`src/cell_input_pkg.sv`:
```
// Package with register map, field layout and selection codes of the cell input selector
package cell_input_pkg;

   // Register byte addresses on the Wishbone bus
   localparam logic [3:0]  ADDR_INPUT_MUX_SELECT     = 4'h0;
   localparam logic [3:0]  ADDR_GATE_INPUT_ENABLE_LO = 4'h4;
   localparam int          ADDR_WIDTH                = 4;
   localparam int          DATA_WIDTH                = 32;
   localparam int          REG_WIDTH                 = 16;

   // Reset values
   localparam logic [15:0] SELECT_RESET              = 16'h0000;
   localparam logic [15:0] ENABLE_RESET              = 16'h0000;

   // Writable bits of the select register; bits 15, 11, 7 and 3 read as zero
   localparam logic [15:0] SELECT_WRITE_MASK         = 16'h7777;

   // Field positions in the select register
   localparam int          SEL_ONE_LSB               = 0;
   localparam int          SEL_TWO_LSB               = 4;
   localparam int          SEL_THREE_LSB             = 8;
   localparam int          SEL_FOUR_LSB              = 12;
   localparam int          SEL_WIDTH                 = 3;

   // Field positions in the enable register
   localparam int          GATE_A_LSB                = 0;
   localparam int          GATE_B_LSB                = 8;

   // Selection codes
   localparam logic [2:0]  CODE_000                  = 3'h0;
   localparam logic [2:0]  CODE_001                  = 3'h1;
   localparam logic [2:0]  CODE_010                  = 3'h2;
   localparam logic [2:0]  CODE_011                  = 3'h3;
   localparam logic [2:0]  CODE_100                  = 3'h4;
   localparam logic [2:0]  CODE_101                  = 3'h5;
   localparam logic [2:0]  CODE_110                  = 3'h6;
   localparam logic [2:0]  CODE_111                  = 3'h7;

   // Number of pin input synchroniser stages
   localparam int          SYNC_STAGES               = 3;

endpackage

```
`src/logic_cell_input_select.sv`:
```
// Input selection and gate enables of one configurable logic cell, Wishbone slave
//
// Contract
// Mux 3 routes DMA 1 interrupt on 101, UART receive on 100, SPI out on 011, comparator 2 on 010, pin C on 000.
// Mux 2 routes this instance's UART transmit line on code 011.
// Mux 2 routes comparator 1 on 010, compare modules 2/1 on 111/110, DMA 0 on 101, converter done on 100.
// Mux 1 routes timer 3 on 111, timer 2 on 110, nothing on 101, ref clock 100, RC 011, osc 001, cycle 000.
// Mux 4 code 001 takes the neighbour cell (1-2, 3-4), 100 takes UART receive by cell, 011 SPI input 1 or 2.
// Mux 3 code 011 takes SPI output 1 for cells 1/3 and 2 for 2/4; 001 takes cell 1 for cells 1/3, cell 2 for 2/4.
// Mux 2 code 011 takes UART transmit 1 to 4 by cell; 001 takes cell 2 for cells 1/3, cell 1 for 2/4.
// A set true-enable bit connects the uninverted mux output to its gate, a clear one removes it.
// A set negated-enable bit connects the inverted mux output to its gate, a clear one removes it.
// Gate 2 enables are bits 15..8, true/inverted pairs for sources 4..1, true bit above, bit 15 source 4 true.
// Gate 1 enables are bits 7..0 in the same pairing; all sixteen bits read, write and reset to zero.
// Each gate input is the OR of all enabled true or inverted sources, zero when none is enabled.
//
// Decided for this implementation: the Wishbone register port and the register addresses.
`timescale 1ns/1ps
module logic_cell_input_select
   import cell_input_pkg::*;
#(
   parameter int CELL_NUMBER = 1
)
(
   // Clock and reset
   input  wire logic                                ref_clk,
   input  wire logic                                rst_b,
   // Wishbone slave
   input  wire logic                                wb_cyc_i,
   input  wire logic                                wb_stb_i,
   input  wire logic                                wb_we_i,
   input  wire logic [cell_input_pkg::ADDR_WIDTH-1:0] wb_adr_i,
   input  wire logic [cell_input_pkg::DATA_WIDTH-1:0] wb_dat_i,
   input  wire logic [3:0]                          wb_sel_i,
   output logic      [cell_input_pkg::DATA_WIDTH-1:0] wb_dat_o,
   output logic                                     wb_ack_o,
   output logic                                     wb_err_o,
   // Clock sources, same clock domain
   input  wire logic                                instruction_cycle_clock,
   input  wire logic                                osc_clock,
   input  wire logic                                internal_rc_clock,
   input  wire logic                                reference_clock_out,
   // Events from on-chip logic, same clock domain
   input  wire logic                                timer2_match,
   input  wire logic                                timer3_match,
   input  wire logic                                conversion_done,
   input  wire logic                                dma0_interrupt,
   input  wire logic                                dma1_interrupt,
   input  wire logic                                automation_timer_interrupt,
   input  wire logic                                comparator_one_out,
   input  wire logic                                comparator_two_out,
   input  wire logic                                comparator_three_out,
   input  wire logic [3:1]                          compare_output,
   // Serial lines, index by port number
   input  wire logic [4:1]                          uart_receive,
   input  wire logic [4:1]                          uart_transmit,
   input  wire logic [2:1]                          spi_input,
   input  wire logic [2:1]                          spi_output,
   // Cell outputs, index by cell number
   input  wire logic [4:1]                          cell_output,
   // Dedicated pins, asynchronous
   input  wire logic                                cell_input_pin_c,
   input  wire logic                                cell_input_pin_d,
   // Gate inputs toward the logic function
   output logic                                     gate_one_in,
   output logic                                     gate_two_in,
   // Selected sources, for observation
   output logic      [3:0]                          source_out
);

   typedef struct packed
   {
      logic [15:0] select;
      logic [15:0] enable;
      logic        ack;
      logic        err;
      logic [31:0] rdata;
      logic        gate_one;
      logic        gate_two;
   } top_state_type;

   top_state_type state;
   top_state_type next_state;

   logic [1:0] pins_clean;
   logic [7:0] cand_one;
   logic [7:0] cand_two;
   logic [7:0] cand_three;
   logic [7:0] cand_four;
   logic [3:0] chosen;
   logic       req;

   ////////////////////////////////////////////////////////////////////////////
   // Byte-lane merge, used for every register write
   function automatic logic [15:0] merge_lanes(input logic [15:0] old_val,
                                               input logic [15:0] new_val,
                                               input logic [1:0]  lanes,
                                               input logic [15:0] mask);
      logic [15:0] result;
      result = old_val;
      if (lanes[0])
      begin
         result[7:0] = new_val[7:0];
      end
      if (lanes[1])
      begin
         result[15:8] = new_val[15:8];
      end
      return result & mask;
   endfunction

   // OR of enabled true and inverted sources for one gate's eight bits
   function automatic logic gate_combine(input logic [7:0] en, input logic [3:0] src);
      logic acc;
      acc = 1'b0;
      for (int s = 0; s < 4; s++)
      begin
         acc = acc | (en[2*s+1] & src[s]) | (en[2*s] & ~src[s]);
      end
      return acc;
   endfunction

   ////////////////////////////////////////////////////////////////////////////
   // Pins come from outside the clock domain
   pin_sync #(
      .WIDTH (2)
   ) u_pin_sync (
      .ref_clk   (ref_clk),
      .rst_b     (rst_b),
      .raw_in    ({cell_input_pin_d, cell_input_pin_c}),
      .clean_out (pins_clean)
   );

   ////////////////////////////////////////////////////////////////////////////
   // Candidate tables; index is the selection code
   always_comb
   begin
      // Mux 1 sources
      cand_one           = 8'h00;
      cand_one[CODE_111] = timer3_match;
      cand_one[CODE_110] = timer2_match;
      cand_one[CODE_101] = 1'b0;          // Unimplemented code reads low
      cand_one[CODE_100] = reference_clock_out;
      cand_one[CODE_011] = internal_rc_clock;
      cand_one[CODE_010] = 1'b0;
      cand_one[CODE_001] = osc_clock;
      cand_one[CODE_000] = instruction_cycle_clock;

      // Mux 2 fixed sources
      cand_two           = 8'h00;
      cand_two[CODE_111] = compare_output[2];
      cand_two[CODE_110] = compare_output[1];
      cand_two[CODE_101] = dma0_interrupt;
      cand_two[CODE_100] = conversion_done;
      cand_two[CODE_010] = comparator_one_out;
      cand_two[CODE_000] = pins_clean[1];
      // UART transmit of this cell
      cand_two[CODE_011] = uart_transmit[CELL_NUMBER];
      // Neighbour output, cells 1/3 take 2, cells 2/4 take 1
      cand_two[CODE_001] = (CELL_NUMBER % 2 == 1) ? cell_output[2] : cell_output[1];

      // Mux 3 fixed sources
      cand_three           = 8'h00;
      cand_three[CODE_111] = compare_output[3];
      cand_three[CODE_110] = compare_output[2];
      cand_three[CODE_101] = dma1_interrupt;
      cand_three[CODE_100] = uart_receive[CELL_NUMBER];
      cand_three[CODE_010] = comparator_two_out;
      cand_three[CODE_000] = pins_clean[0];
      // SPI output and cell output by cell parity
      cand_three[CODE_011] = (CELL_NUMBER % 2 == 1) ? spi_output[1] : spi_output[2];
      cand_three[CODE_001] = (CELL_NUMBER % 2 == 1) ? cell_output[1] : cell_output[2];

      // Mux 4 sources by cell
      cand_four           = 8'h00;
      cand_four[CODE_111] = compare_output[3];
      cand_four[CODE_110] = compare_output[1];
      cand_four[CODE_101] = 1'b0;
      cand_four[CODE_100] = uart_receive[CELL_NUMBER];
      cand_four[CODE_011] = (CELL_NUMBER % 2 == 1) ? spi_input[1] : spi_input[2];
      cand_four[CODE_010] = comparator_three_out;
      cand_four[CODE_001] = cell_output[((CELL_NUMBER - 1) ^ 1) + 1];
      cand_four[CODE_000] = pins_clean[1];
   end

   ////////////////////////////////////////////////////////////////////////////
   // Four data-selection multiplexers
   source_mux u_mux_one (
      .ref_clk    (ref_clk),
      .rst_b      (rst_b),
      .candidates (cand_one),
      .select     (state.select[SEL_ONE_LSB +: SEL_WIDTH]),
      .chosen     (chosen[0])
   );

   source_mux u_mux_two (
      .ref_clk    (ref_clk),
      .rst_b      (rst_b),
      .candidates (cand_two),
      .select     (state.select[SEL_TWO_LSB +: SEL_WIDTH]),
      .chosen     (chosen[1])
   );

   source_mux u_mux_three (
      .ref_clk    (ref_clk),
      .rst_b      (rst_b),
      .candidates (cand_three),
      .select     (state.select[SEL_THREE_LSB +: SEL_WIDTH]),
      .chosen     (chosen[2])
   );

   source_mux u_mux_four (
      .ref_clk    (ref_clk),
      .rst_b      (rst_b),
      .candidates (cand_four),
      .select     (state.select[SEL_FOUR_LSB +: SEL_WIDTH]),
      .chosen     (chosen[3])
   );

   ////////////////////////////////////////////////////////////////////////////
   // Bus request is a new strobe not yet answered
   assign req = wb_cyc_i & wb_stb_i & ~state.ack & ~state.err;

   // Register file, bus answer and gate combination
   always_comb
   begin
      next_state       = state;
      next_state.ack   = 1'b0;
      next_state.err   = 1'b0;
      next_state.rdata = 32'h0000_0000;
      if (req)
      begin
         unique case (wb_adr_i)
            ADDR_INPUT_MUX_SELECT:
            begin
               next_state.ack = 1'b1;
               if (wb_we_i)
               begin
                  next_state.select = merge_lanes(state.select, wb_dat_i[15:0],
                                                  wb_sel_i[1:0], SELECT_WRITE_MASK);
               end
               next_state.rdata = {16'h0000, state.select};
            end
            ADDR_GATE_INPUT_ENABLE_LO:
            begin
               next_state.ack = 1'b1;
               // All sixteen enable bits writable
               if (wb_we_i)
               begin
                  next_state.enable = merge_lanes(state.enable, wb_dat_i[15:0],
                                                  wb_sel_i[1:0], 16'hffff);
               end
               next_state.rdata = {16'h0000, state.enable};
            end
            default:
            begin
               next_state.err = 1'b1;   // Unmapped address
            end
         endcase
      end

      // Gate 1 from bits 7..0
      next_state.gate_one = gate_combine(state.enable[GATE_A_LSB +: 8], chosen);
      // Gate 2 from bits 15..8
      next_state.gate_two = gate_combine(state.enable[GATE_B_LSB +: 8], chosen);
   end

   // Enables clear to zero at reset
   always_ff @(posedge ref_clk or negedge rst_b)
   begin
      if (!rst_b)
      begin
         state        <= '0;
         state.select <= SELECT_RESET;
         state.enable <= ENABLE_RESET;
      end
      else
      begin
         state <= next_state;
      end
   end

   ////////////////////////////////////////////////////////////////////////////
   // Outputs
   assign wb_dat_o    = state.rdata;
   assign wb_ack_o    = state.ack;
   assign wb_err_o    = state.err;
   assign gate_one_in = state.gate_one;
   assign gate_two_in = state.gate_two;
   assign source_out  = chosen;

endmodule

```
`src/pin_sync.sv`:
```
// Three-stage synchroniser for asynchronous inputs, change taken when stages two and three agree
`timescale 1ns/1ps
module pin_sync
   import cell_input_pkg::*;
#(
   parameter int WIDTH = 1
)
(
   // Clock and reset
   input  wire logic             ref_clk,
   input  wire logic             rst_b,
   // Raw and filtered levels
   input  wire logic [WIDTH-1:0] raw_in,
   output logic      [WIDTH-1:0] clean_out
);

   typedef struct packed
   {
      logic [WIDTH-1:0] first;
      logic [WIDTH-1:0] second;
      logic [WIDTH-1:0] third;
      logic [WIDTH-1:0] held;
   } sync_state_type;

   sync_state_type state;
   sync_state_type next_state;

   ////////////////////////////////////////////////////////////////////////////
   // First stage feeds only the second; held value moves only on agreement
   always_comb
   begin
      next_state        = state;
      next_state.first  = raw_in;
      next_state.second = state.first;
      next_state.third  = state.second;
      for (int i = 0; i < WIDTH; i++)
      begin
         if (state.second[i] == state.third[i])
         begin
            next_state.held[i] = state.third[i];
         end
      end
   end

   always_ff @(posedge ref_clk or negedge rst_b)
   begin
      if (!rst_b)
      begin
         state <= '0;
      end
      else
      begin
         state <= next_state;
      end
   end

   assign clean_out = state.held;

endmodule

```
`src/source_mux.sv`:
```
// One data-selection multiplexer with registered output
`timescale 1ns/1ps
module source_mux
   import cell_input_pkg::*;
(
   // Clock and reset
   input  wire logic       ref_clk,
   input  wire logic       rst_b,
   // Candidate signals, index is the selection code
   input  wire logic [7:0] candidates,
   input  wire logic [2:0] select,
   // Selected source
   output logic            chosen
);

   typedef struct packed
   {
      logic chosen;
   } mux_state_type;

   mux_state_type state;
   mux_state_type next_state;

   ////////////////////////////////////////////////////////////////////////////
   // Registering the pick keeps select changes glitch free toward the gates
   always_comb
   begin
      next_state        = state;
      next_state.chosen = candidates[select];
   end

   always_ff @(posedge ref_clk or negedge rst_b)
   begin
      if (!rst_b)
      begin
         state <= '0;
      end
      else
      begin
         state <= next_state;
      end
   end

   assign chosen = state.chosen;

endmodule
```
`config.mk`:
```
export PLATFORM = sky130hd
export DESIGN_NAME = logic_cell_input_select
export DESIGN_NICKNAME = d
export VERILOG_FILES = /design/src/cell_input_pkg.sv /design/src/logic_cell_input_select.sv /design/src/pin_sync.sv /design/src/source_mux.sv
export SDC_FILE = /design/constraint.sdc
export NUM_CORES = 1
export LEC_CHECK = 0
export BUFFER_PORTS_ARGS = -buffer_cell sky130_fd_sc_hd__buf_2
export CORE_ASPECT_RATIO = 0.5
export CORE_MARGIN = 4
export CORE_UTILIZATION = 30
export CTS_BUF_LIST = sky130_fd_sc_hd__clkbuf_8 sky130_fd_sc_hd__clkbuf_16
export DETAILED_ROUTE_END_ITERATION = 10
export PLACE_DENSITY_LB_ADDON = 0.05
export SYNTH_ARGS = -nofsm -noshare
export SYNTH_HDL_FRONTEND = slang
export SYNTH_SLANG_ARGS = --single-unit
```
`constraint.sdc`:
```
create_clock -name ref_clk -period 1.4 [get_ports ref_clk]
set_input_delay 0.28 -clock ref_clk [delete_from_list [all_inputs] [get_ports ref_clk]]
set_output_delay 0.28 -clock ref_clk [all_outputs]
set_load 0.05 [all_outputs]
```
# Word level (Yosys, flattened, before mapping)
# Index checks and enable logic that the tools add are counted.
[word_totals]
out_inout_bits = 40
inputBits = 79
reg_bits = 76
[op_classes]
muxes = 12
reduce_logical = 6
n_bitwise = 39
n_eq_ne = 3
n_lt_le_gt_ge = 4
[ops]
columns = ["cell", "count"]
rows = [
  ["2-to-1 mux 34 bit", 1],
  ["one-hot mux 16 bit (2 select lines)", 1],
  ["AND 1 bit", 19],
  ["less-than comparator 3 x 4 -> 1 bit, second input constant", 4],
  ["AND reduction 4 bit", 4],
  ["bitwise OR 1 bit", 14],
  ["binary-select mux 1 bit (select 3 bit)", 4],
  ["2-to-1 mux 1 bit", 6],
  ["NOT 1 bit", 6],
  ["== test 4 x 3 -> 1 bit, second input constant", 1],
  ["logical NOT 4 bit", 1],
  ["== test 1 bit", 2],
  ["OR reduction 2 bit", 1],
]

# Depth between registers and ports, before layout
# Gate-level depths: netlist (run 1).
[depth]
word_depth = 9
mapped_depth = 5

# Cells and area by module
# From an unflattened synthesis (run 1), not the netlist that was laid out.
[hier_totals]
hier_cells = 191
hier_area_um2 = 2792.7
[modules_own_cells]
columns = ["mod", "seq_area_each_um2", "cells_each", "instances", "area_per_inst_um2"]
rows = [
  ["logic_cell_input_select", 1201.2, 163, 1, 2199.6],
  ["source_mux", 25.0, 4, 4, 88.8],
  ["pin_sync", 200.2, 12, 1, 237.7],
]

# Worst setup path after synthesis (run 1)
# OpenSTA, ideal clock, no wires.
[synth_timing]
path_kind = "register -> register"
start = "register state (netlist bit wb_ack_o)"
end = "register, netlist name state[52]"
path_slack_ns = -0.406
setup_time_ns = 0.125
arrival_time_ns = 1.681
path_stages_with_launch = 4
path_buffers = 0
synth_period_minus_slack_ns = 1.806
cell_sequence = "dfrtp_1 -> nand4bb_4 -> nor4_4 -> mux2_2"
[synth_between]
elab_chain_len = 4
[synth_lines]
columns = ["element", "line", "source"]
rows = [
  ["start, declared", "logic_cell_input_select.sv:82", "top_state_type state;"],
  ["start signal, assigned", "logic_cell_input_select.sv:279", "state <= next_state;"],
  ["NOT 1 bit", "logic_cell_input_select.sv:222", "assign req = wb_cyc_i & wb_stb_i & ~state.ack & ~state.err;"],
  ["AND 1 bit (2 in a row)", "logic_cell_input_select.sv:222", ""],
  ["AND reduction 4 bit (no source line)", "-", ""],
]
# No other way between the ends.
# A chain may end at the register's enable or synchronous reset.

# Worst setup path in the final report (run 1)
[layout_timing]
start = "register state (netlist bit wb_ack_o)"
end = "register, netlist name state[61]"
[layout_between]
elab_chain_len = 4
[layout_lines]
columns = ["element", "line"]
rows = [
  ["NOT 1 bit", "logic_cell_input_select.sv:222"],
  ["AND 1 bit (2 in a row)", "logic_cell_input_select.sv:222"],
  ["AND reduction 4 bit (no source line)", "-"],
]
# No other way between the ends.

==> impl_metrics.toml, run 1 <==
[clocking]
clockBufferDepth = 2
clkSinkCount = 60
cts_tree = "built"
clk_pin_slew_worst_paths_ns = 0.05
cts_max_level = 3
clock_latency_ns = 0.32
numCtsBuffers = 9
root_buffer = "clkbuf_16"

[sta]
clock-skew-final_ns = 0.00388
setup_violations = 28
drv_slew = 0
period_needed_ns = 1.58
finalCritPeriodShare_pct = 113
setup_ws_ns = -0.182
setup_tns_ns = -2.44
rsz0062_at_grt = "true"
hold_violations = 0
fmax_mhz = 632

[place]
dpl.hpwl_mm = 5.11
gp_congestion = 0.740
dp.cells = 383
place_area_sq_um = 3250
numPortBuffers = 73

[global_routing]
grt_overflow = 0
antenna_found_initial = 0
grt_max_degree = 61
grt_use_total_pct = 13.1
grt_pass1_vias = 1931
grt_pass1_wl_mm = 10.7

[routing]
drc = 0
wl_mm = 6.82
via_count = 1799
first_pass_iters = 4
antenna_left = 0
via_per_inst = 4.48
wl_per_cell_um = 17.0
drtIter0Drc = 84

[cells_and_area]
antenna_cells = 0
nets = 359
layout.cells.non_filler = 402
drive_gt1_share_pct = 56.5
final_util_pct = 41.5
final_area_sq_um = 3680
fill_cells = 872
multi_input_area_sq_um = 1130
seq_area_sq_um = 1510
synthToLayoutAreaGrowth_pct = 31.5

[critical_path]
cpMaxStageDelayCell = "dfrtp_2"
cp_data_required_time_ns = 1.61
crit_chain = "nand4bb_4, nor4_4, buf_6, mux2_2"
start_kind = "flip-flop"
crit_type = "flip-flop to flip-flop"
path_delay_family = "simple AND/OR/NAND/NOR gates"
cp_data_arrival_time_ns = 1.79
cp_num_buf_inv = 1
cp_max_fo = 6
critPathMaxStageDelay_ns = 0.40
end_kind = "flip-flop"

[yosys]
synth-warning-count = 0
synth.area.top_cells = "dfrtp_1 (54%), mux2_2 (13%), buf_4 (9.9%), mux2i_1 (8.2%), mux4_2 (4.0%)"
synth.most_common_cell = "dfrtp_1"
synthArstFlopShare_pct = 100
synthCells = 201
ys_seq_elements = 60
synth_edf_count = 0
yosys_most_used_dff = "dfrtp_1"
synthTopCellsByCount = "dfrtp_1 (60), buf_4 (37), mux2_2 (32), mux2i_1 (23), nor2_1 (13)"
yosysSeqAreaShare_pct = 53.6
ys_types = 24
avgSynthCellArea_sq_um = 13.9
yosys.area.top_type = "dfrtp_1"
syn_area_sq_um = 2800
yosysTopAreaCellShare_pct = 53.6

[die]
initial_core_util_pct = 31.5
core_area_sq_um = 8890
die_w_um = 145
dieArea_sq_um = 11000
die_h_um = 76.3
pin_count = 119
rows = 24

[worst_hold_path]
hold_class = "input pin to flip-flop"

[run]
cap_violations = 0

[pwr]
ir_drop_uv = 581
powerDensity_nw_per_um2 = 1380
leakagePower_nw = 1.87

[status]
violations = "setup timing"
status = "finished with violations"
-- cells in the final DEF, fill, tap and decap left out, types with 2 or more instances in the layout --
master,instances
o21ai_0,2
clkbuf_16,9
and3_1,4
clkinv_2,2
dfrtp_1,55
mux2i_1,23
nand2_1,2
maj3_1,2
buf_4,14
mux4_2,5
nor4_4,2
buf_2,71
nor2_1,11
nand3b_1,2
mux2_2,24
mux2_4,8
buf_12,2
clkbuf_8,3
buf_6,4
nand4_4,2
nand4_1,2
conb_1,16
bufinv_16,2
a21oi_1,2
dfrtp_2,5
-- power breakdown --
| part | total [mW] | internal, mW | leakage (nW) | switching, mW |
|---|---|---|---|---|
| registers | 1.96 | 1.85 | 0.792 | 0.110 |
| clock network | 2.44 | 1.70 | 0.169 | 0.747 |
| logic | 0.695 | 0.281 | 0.906 | 0.413 |
-- worst paths after layout --
path	startpoint	endpoint	slack, ns	cells after the start
setup / recovery	wb_ack_o	state[61]	-0.18	4
hold / removal	cell_input_pin_d	u_pin_sync.next_state[5]	0.06	1
setup reg to reg	wb_ack_o	state[61]	-0.18	4
hold reg to reg	u_pin_sync.next_state[4]	u_pin_sync.next_state[2]	0.35	0
max in group asynchronous	rst_b	wb_err_o	0.62	3
min in group asynchronous	rst_b	wb_dat_o[14]	0.49	3
-- sequential cells by signal, indices dropped and copies added (netlist names) --
name                   cells
u_mux_two.chosen           1
gate_two_in                1
u_mux_three.chosen         1
u_mux_one.chosen           1
wb_err_o                   1
u_pin_sync.next_state      4
u_pin_sync.clean_out       2
wb_dat_o                  16
u_pin_sync.state           2
u_mux_four.chosen          1
state                     28
wb_ack_o                   1
gate_one_in                1
-- layout make-up --
type,instances,area share [%]
Clock inverter,4,1.90
Sequential cell,60,40.9
Clock buffer,12,7.23
Tap cell,117,3.97
Inverter,1,0.102
Multi-Input combinational cell,115,30.6
Timing Repair Buffer,93,15.3
-- per-stage QoR --
stage               setup WS, ns  total power, mW  hold slack [ns]
floorplan                 -0.266             2.45          -0.0156
global placement          -0.316             2.65            0.311
detailed placement        -0.348             2.66            0.316
CTS                       -0.187             5.16           0.0443
global route              -0.259             5.31           0.0479
finish                    -0.182             5.10           0.0593
-- timing repair --
action | in CTS | in global routing
gates resized for setup | 13 | 9
pin swaps | 1 | 1
hold buffers | 1 | 0
hold endpoints to repair | 60 | 0
setup buffers | 1 | 1
endpoints found under the setup margin | 30 | 42
cloned | 0 | 0
-- routing by layer --
metal / wire length [um] / up-vias / global-route usage (%)
met5: 0 / - / 0
met3: 515 / 8 / 5.08
li1: - / 822 / -
met2: 2800 / 70 / 17.5
met1: 3430 / 899 / 19.2
met4: 74 / 0 / 4.47
-- worst reg2reg max path: cells and delay by family, from the launching register on --
kind	cells	cell delay, ns
and+or+nand+nor	2	0.55
DFF	1	0.40
muxes	1	0.33
buffers and inverters	1	0.18
-- logic make-up after synthesis --
kind of cell | Yosys count | synth area share (%)
buf+inv | 41 | 10.5
other cells | 1 | 0.134
mux | 60 | 25.1
flops | 60 | 53.6
fa+ha+maj | 2 | 0.714
simple gates | 33 | 9.29
compound gates | 4 | 0.714
Power figures use the tool's default switching activity.
==> run 2, diff against run 1 <==
ABC_AREA = 1   (was default)
CORE_MARGIN = 1.5   (was 4)
==> run 2 against run 1 <==
  * The run now ends clean
  * Global-route usage is 2.2 points higher
  * Maximum frequency rose by 16%
  * Clock power increased by 2%
  * Critical path depth is 3 lower
  * Final cell count grew 46%
  * Die area decreased by 3.5%
  * Register-to-register slack gained 0.32 ns
  * Setup slack improved by 0.22 ns
  * Routed wire length rose by 6.3%
  * Combinational power down 7.1%
  * Sequential share of layout area is 0.84 points lower
==> impl_metrics.toml, run 2 <==
[status]
status = "finished clean"

[yosys]
ys_seq_elements = 60
ys_types = 21
synth_top_family_by_area = "simple AND/OR/NAND/NOR gates"
yosysSeqAreaShare_pct = 50.0
muxShareOfSynthArea_pct = 0
yosys.area.top_type = "dfrtp_1"
synth_edf_count = 0
yosysTopAreaCellShare_pct = 50.0
synth-warning-count = 0
synth-simple-area-share_pct = 30.5
yosys_most_used_dff = "dfrtp_1"
syn_area_sq_um = 3010
synthCells = 380
synthArstFlopShare_pct = 100
synthTopCellsByCount = "nand2_1 (146), dfrtp_1 (60), inv_1 (48), nand3_1 (48), buf_4 (38)"
synth-xor-area-share_pct = 0
synth.area.top_cells = "dfrtp_1 (50%), nand2_1 (18%), buf_4 (9.5%), nand3_1 (8.0%), inv_1 (6.0%)"
synth-adder-area-share_pct = 0.666
synth-compound-area-share_pct = 1.67
avgSynthCellArea_sq_um = 7.91
synth.most_common_cell = "nand2_1"

[sta]
hold_violations = 0
finalCritPeriodShare_pct = 97.1
setup_tns_ns = 0
period_needed_ns = 1.36
rsz0062_at_grt = "false"
setup_violations = 0
fmax_mhz = 735
clock-skew-final_ns = 0.00659
drv_slew = 0

[global_routing]
antenna_found_initial = 1
grt_overflow = 0
grt_pass1_vias = 2425
grt_pass1_wl_mm = 12.0
grt_use_total_pct = 15.3
grt_max_degree = 61

[critical_path]
r2r_setup_slack_ns = 0.14
cp_max_fo = 5
critPathMaxStageDelay_ns = 0.46
crit_chain = "clkbuf_4"
cp_data_required_time_ns = 1.12
reg2reg_from = "wb_err_o"
crit_type = "flip-flop to primary output"
path_delay_family = "flip-flops"
reg2reg_depth = 6
endpoint = "source_out[3]"
end_kind = "primary output"
cp_data_arrival_time_ns = 1.08
cp.depth = 1
cp_num_buf_inv = 1
start_kind = "flip-flop"
cpMaxStageDelayCell = "dfrtp_1"
r2r_end = "wb_dat_o[11]"
critPathLaunch = "u_mux_four.chosen"

[cells_and_area]
antenna_cells = 0
drive_gt1_share_pct = 24.3
final_cell_mix = "nand2_1 (146), buf_2 (71), dfrtp_1 (60)"
synthToLayoutAreaGrowth_pct = 24.6
largest_register_ffs = 28
nets = 526
max_flop_register = "state"
final_common_cell = "nand2_1"

[routing]
via_count = 2432
wl_mm = 7.25
via_per_inst = 4.14
drtIter0Drc = 166
wl_per_cell_um = 12.3
antenna_left = 0
first_pass_iters = 5
drc = 0

[die]
die_h_um = 73.8
dieArea_sq_um = 10700
initial_core_util_pct = 31.4
die_w_um = 145
pin_count = 119
core_area_sq_um = 9570
rows = 25

[place]
dpl.hpwl_mm = 5.41
numPortBuffers = 73
gp_congestion = 0.751

[run]
cap_violations = 0

[pwr]
leakagePower_nw = 2.14
ir_drop_uv = 496
powerDensity_nw_per_um2 = 1350
power.total_mw = 5.07

[clocking]
clkSinkCount = 60
clk_pin_slew_worst_paths_ns = 0.05
cts_tree = "built"
clock_latency_ns = 0.33
clockBufferDepth = 2
cts_max_level = 3
numCtsBuffers = 9
root_buffer = "clkbuf_16"

[worst_hold_path]
hold_class = "input pin to flip-flop"
[run 2: layer usage]
metal	routed length (um)	GRT usage (%)	share of wire (%)
met3	585	5.93	8.1
met2	3000	22.9	41
met1	3570	20.6	49
met4	86	4.71	1.2
met5	10	0	0.14
[run 2: cell families (layout without fill, tap and decap cells)]
group                      count (synthesis)  count (layout)
AOI/OAI and AO/OA                          9               9
adders and majority gates                  2               2
buffers and inverters                     91             148
DFF                                       60              60
other                                      1              16
and+or+nand+nor                          217             217
[run 2: what timing repair did]
| item | 4_1_cts | 5_1_grt |
|---|---|---|
| resized for setup | 0 | 7 |
| buffers inserted | 0 | 0 |
| hold endpoints to repair | 60 | 0 |
| setup endpoints to repair | 0 | 29 |
| hold buffers | 1 | 0 |
[run 2: cell type report]
| type | count | area (sq um) |
|---|---|---|
| clock buffers | 9 | 225 |
| clock inverters | 7 | 108 |
| fillers | 1041 | 5830 |
| inverters | 48 | 180 |
| multi-input cells | 244 | 1070 |
| flip-flops and latches | 60 | 1500 |
| well taps | 135 | 169 |
| repair buffers | 84 | 493 |
[run 2: power by group]
part           leakage (nW)  switching [mW]  internal [mW]
clock                 0.172           0.769           1.72
combinational          1.18           0.450          0.196
sequential            0.796          0.0976           1.84
[run 2: worst min-delay path by stage]
stage,from,end,slack [ns],depth (start not counted)
floorplan,rst_b,gate_one_in,-0.02,0
global placement,rst_b,wb_ack_o,0.31,2
detailed placement,rst_b,wb_ack_o,0.32,2
CTS,cell_input_pin_c,u_pin_sync.next_state[4],0.04,1
global route,cell_input_pin_c,u_pin_sync.next_state[4],0.05,1
finish,cell_input_pin_c,u_pin_sync.next_state[4],0.06,1
[run 2: per-stage QoR]
stage	hold WS, ns	util [%]	area [sq um]	setup WS (ns)	std cells
after floorplan	-0.0156	-	3060	0.0346	395
after global placement	0.310	35.3	3380	0.0587	570
after detailed placement	0.315	35.3	3380	0.0365	570
after CTS	0.0441	38.8	3720	0.0226	587
after global routing	0.0454	39.1	3750	0.00935	587
final	0.0556	39.1	3750	0.0402	587
==> run 3, diff against run 2 <==
PLACE_DENSITY = 0.53   (was default)
PLACE_DENSITY_LB_ADDON = default   (was 0.05)
==> run 3 against run 2 <==
  * Sequential power about the same
  * Cell area down 0.90%
  * Critical endpoint is now source_out[1]
  * Critical path depth unchanged
==> impl_metrics.toml, run 3 (synthesis results as in run 2) <==
[routing]
wl_per_cell_um = 11.6
antenna_left = 0
first_pass_iters = 4
via_per_inst = 4.14
drtIter0Drc = 126
drc = 0
wl_mm = 6.81
via_count = 2424

[cells_and_area]
fill_cells = 1026
nets = 525
antenna_cells = 0
final_common_cell = "nand2_1"
largest_register_ffs = 28
max_flop_register = "state"
synthToLayoutAreaGrowth_pct = 23.5
final_util_pct = 38.8
final_cell_mix = "nand2_1 (146), buf_2 (73), dfrtp_1 (60)"
drive_gt1_share_pct = 24.4

[sta]
drv_slew = 0
setup_tns_ns = 0
fmax_mhz = 766
setup_ws_ns = 0.0944
rsz0062_at_grt = "true"
setup_violations = 0
hold_violations = 0
clock-skew-final_ns = 0.00712
period_needed_ns = 1.31
finalCritPeriodShare_pct = 93.3

[die]
initial_core_util_pct = 31.4
rows = 25
core_area_sq_um = 9570
pin_count = 119
die_h_um = 73.8
dieArea_sq_um = 10700
die_w_um = 145

[clocking]
clock_latency_ns = 0.32
root_buffer = "clkbuf_16"
clk_pin_slew_worst_paths_ns = 0.05
clkSinkCount = 60
clockBufferDepth = 2
cts_tree = "built"
numCtsBuffers = 9
cts_max_level = 3

[pwr]
ir_drop_uv = 614
p_int_mw = 3.49
seq_power_share_pct = 40.6
pwr-share-clk_pct = 46.0
power.total_mw = 4.77
leakagePower_nw = 2.12
swShare_pct = 26.8
powerDensity_nw_per_um2 = 1280
pwr-share-comb_pct = 13.4
p_sw_mw = 1.28

[critical_path]
cp_data_arrival_time_ns = 1.03
cpMaxStageDelayCell = "dfrtp_1"
path_delay_family = "flip-flops"
cp_max_fo = 5
r2r_setup_slack_ns = 0.16
start_kind = "flip-flop"
cp_num_buf_inv = 1
reg2reg_from = "wb_ack_o"
end_kind = "primary output"
crit_type = "flip-flop to primary output"
critPathMaxStageDelay_ns = 0.40
reg2reg_depth = 6
crit_chain = "buf_2"
r2r_end = "state[65]"
cp_data_required_time_ns = 1.12

[place]
dpl.hpwl_mm = 5.14
place_ws_ns = 0.0260
numPortBuffers = 73
gp_congestion = 0.739

[global_routing]
grt_pass1_vias = 2344
grt_max_degree = 49
grt_use_total_pct = 14.4
antenna_found_initial = 0
grt_pass1_wl_mm = 11.4
grt_overflow = 0

[worst_hold_path]
holdPathEnd = "u_pin_sync.next_state[4]"
hold_class = "input pin to flip-flop"
holdPathStages = 1
hp-start = "cell_input_pin_c"

[status]
status = "finished clean"

[run]
cap_violations = 0
-- run 3: through the flow --
stage	hold WS, ns	instance area [sq um]	instances
after CTS	0.0503	3690	586
after floorplan	-0.0156	3060	395
after detailed placement	0.270	3380	569
after global placement	0.267	3380	569
after global routing	0.0449	3710	586
final	0.0638	3710	586
-- run 3: repair_timing --
| action | CTS | global route |
|---|---|---|
| endpoints found under the hold margin | 60 | 0 |
| hold buffers | 1 | 0 |
| buffers inserted | 0 | 0 |
| endpoints found under the setup margin | 0 | 26 |
| gates resized for setup | 0 | 4 |
-- run 3: worst max path at each step --
stage / endpoint / cells after the start / start
floorplan: wb_dat_o[13] / 7 / wb_err_o
global placement: state[42] / 6 / wb_ack_o
detailed placement: state[44] / 6 / wb_ack_o
CTS: state[42] / 6 / wb_ack_o
global route: state[44] / 6 / wb_err_o
finish: source_out[1] / 1 / u_mux_two.chosen
-- run 3: layout make-up --
cell class | instances | area, sq um | area share [%]
Multi-Input combinational cell | 244 | 1060 | 28.7
Inverter | 48 | 180 | 4.85
Sequential cell | 60 | 1500 | 40.4
Tap cell | 135 | 169 | 4.55
Clock buffer | 11 | 253 | 6.81
Timing Repair Buffer | 83 | 493 | 13.3
Clock inverter | 5 | 51.3 | 1.38
-- run 3: power groups by stage --
stage / clock [mW] / sequential [mW] / combinational (mW)
final: 2.19 / 1.94 / 0.639
after floorplan: 0 / 1.99 / 0.429
after detailed placement: 0 / 1.97 / 0.640
after global placement: 0 / 1.97 / 0.633
after global routing: 2.32 / 1.95 / 0.720
after CTS: 2.24 / 1.94 / 0.644
-- run 3: routing by layer --
layer	track usage (%)	part of all wire [%]
met1	19.0	49
met3	5.41	7.2
met2	22.3	43
met4	3.70	0.82
met5	0	0
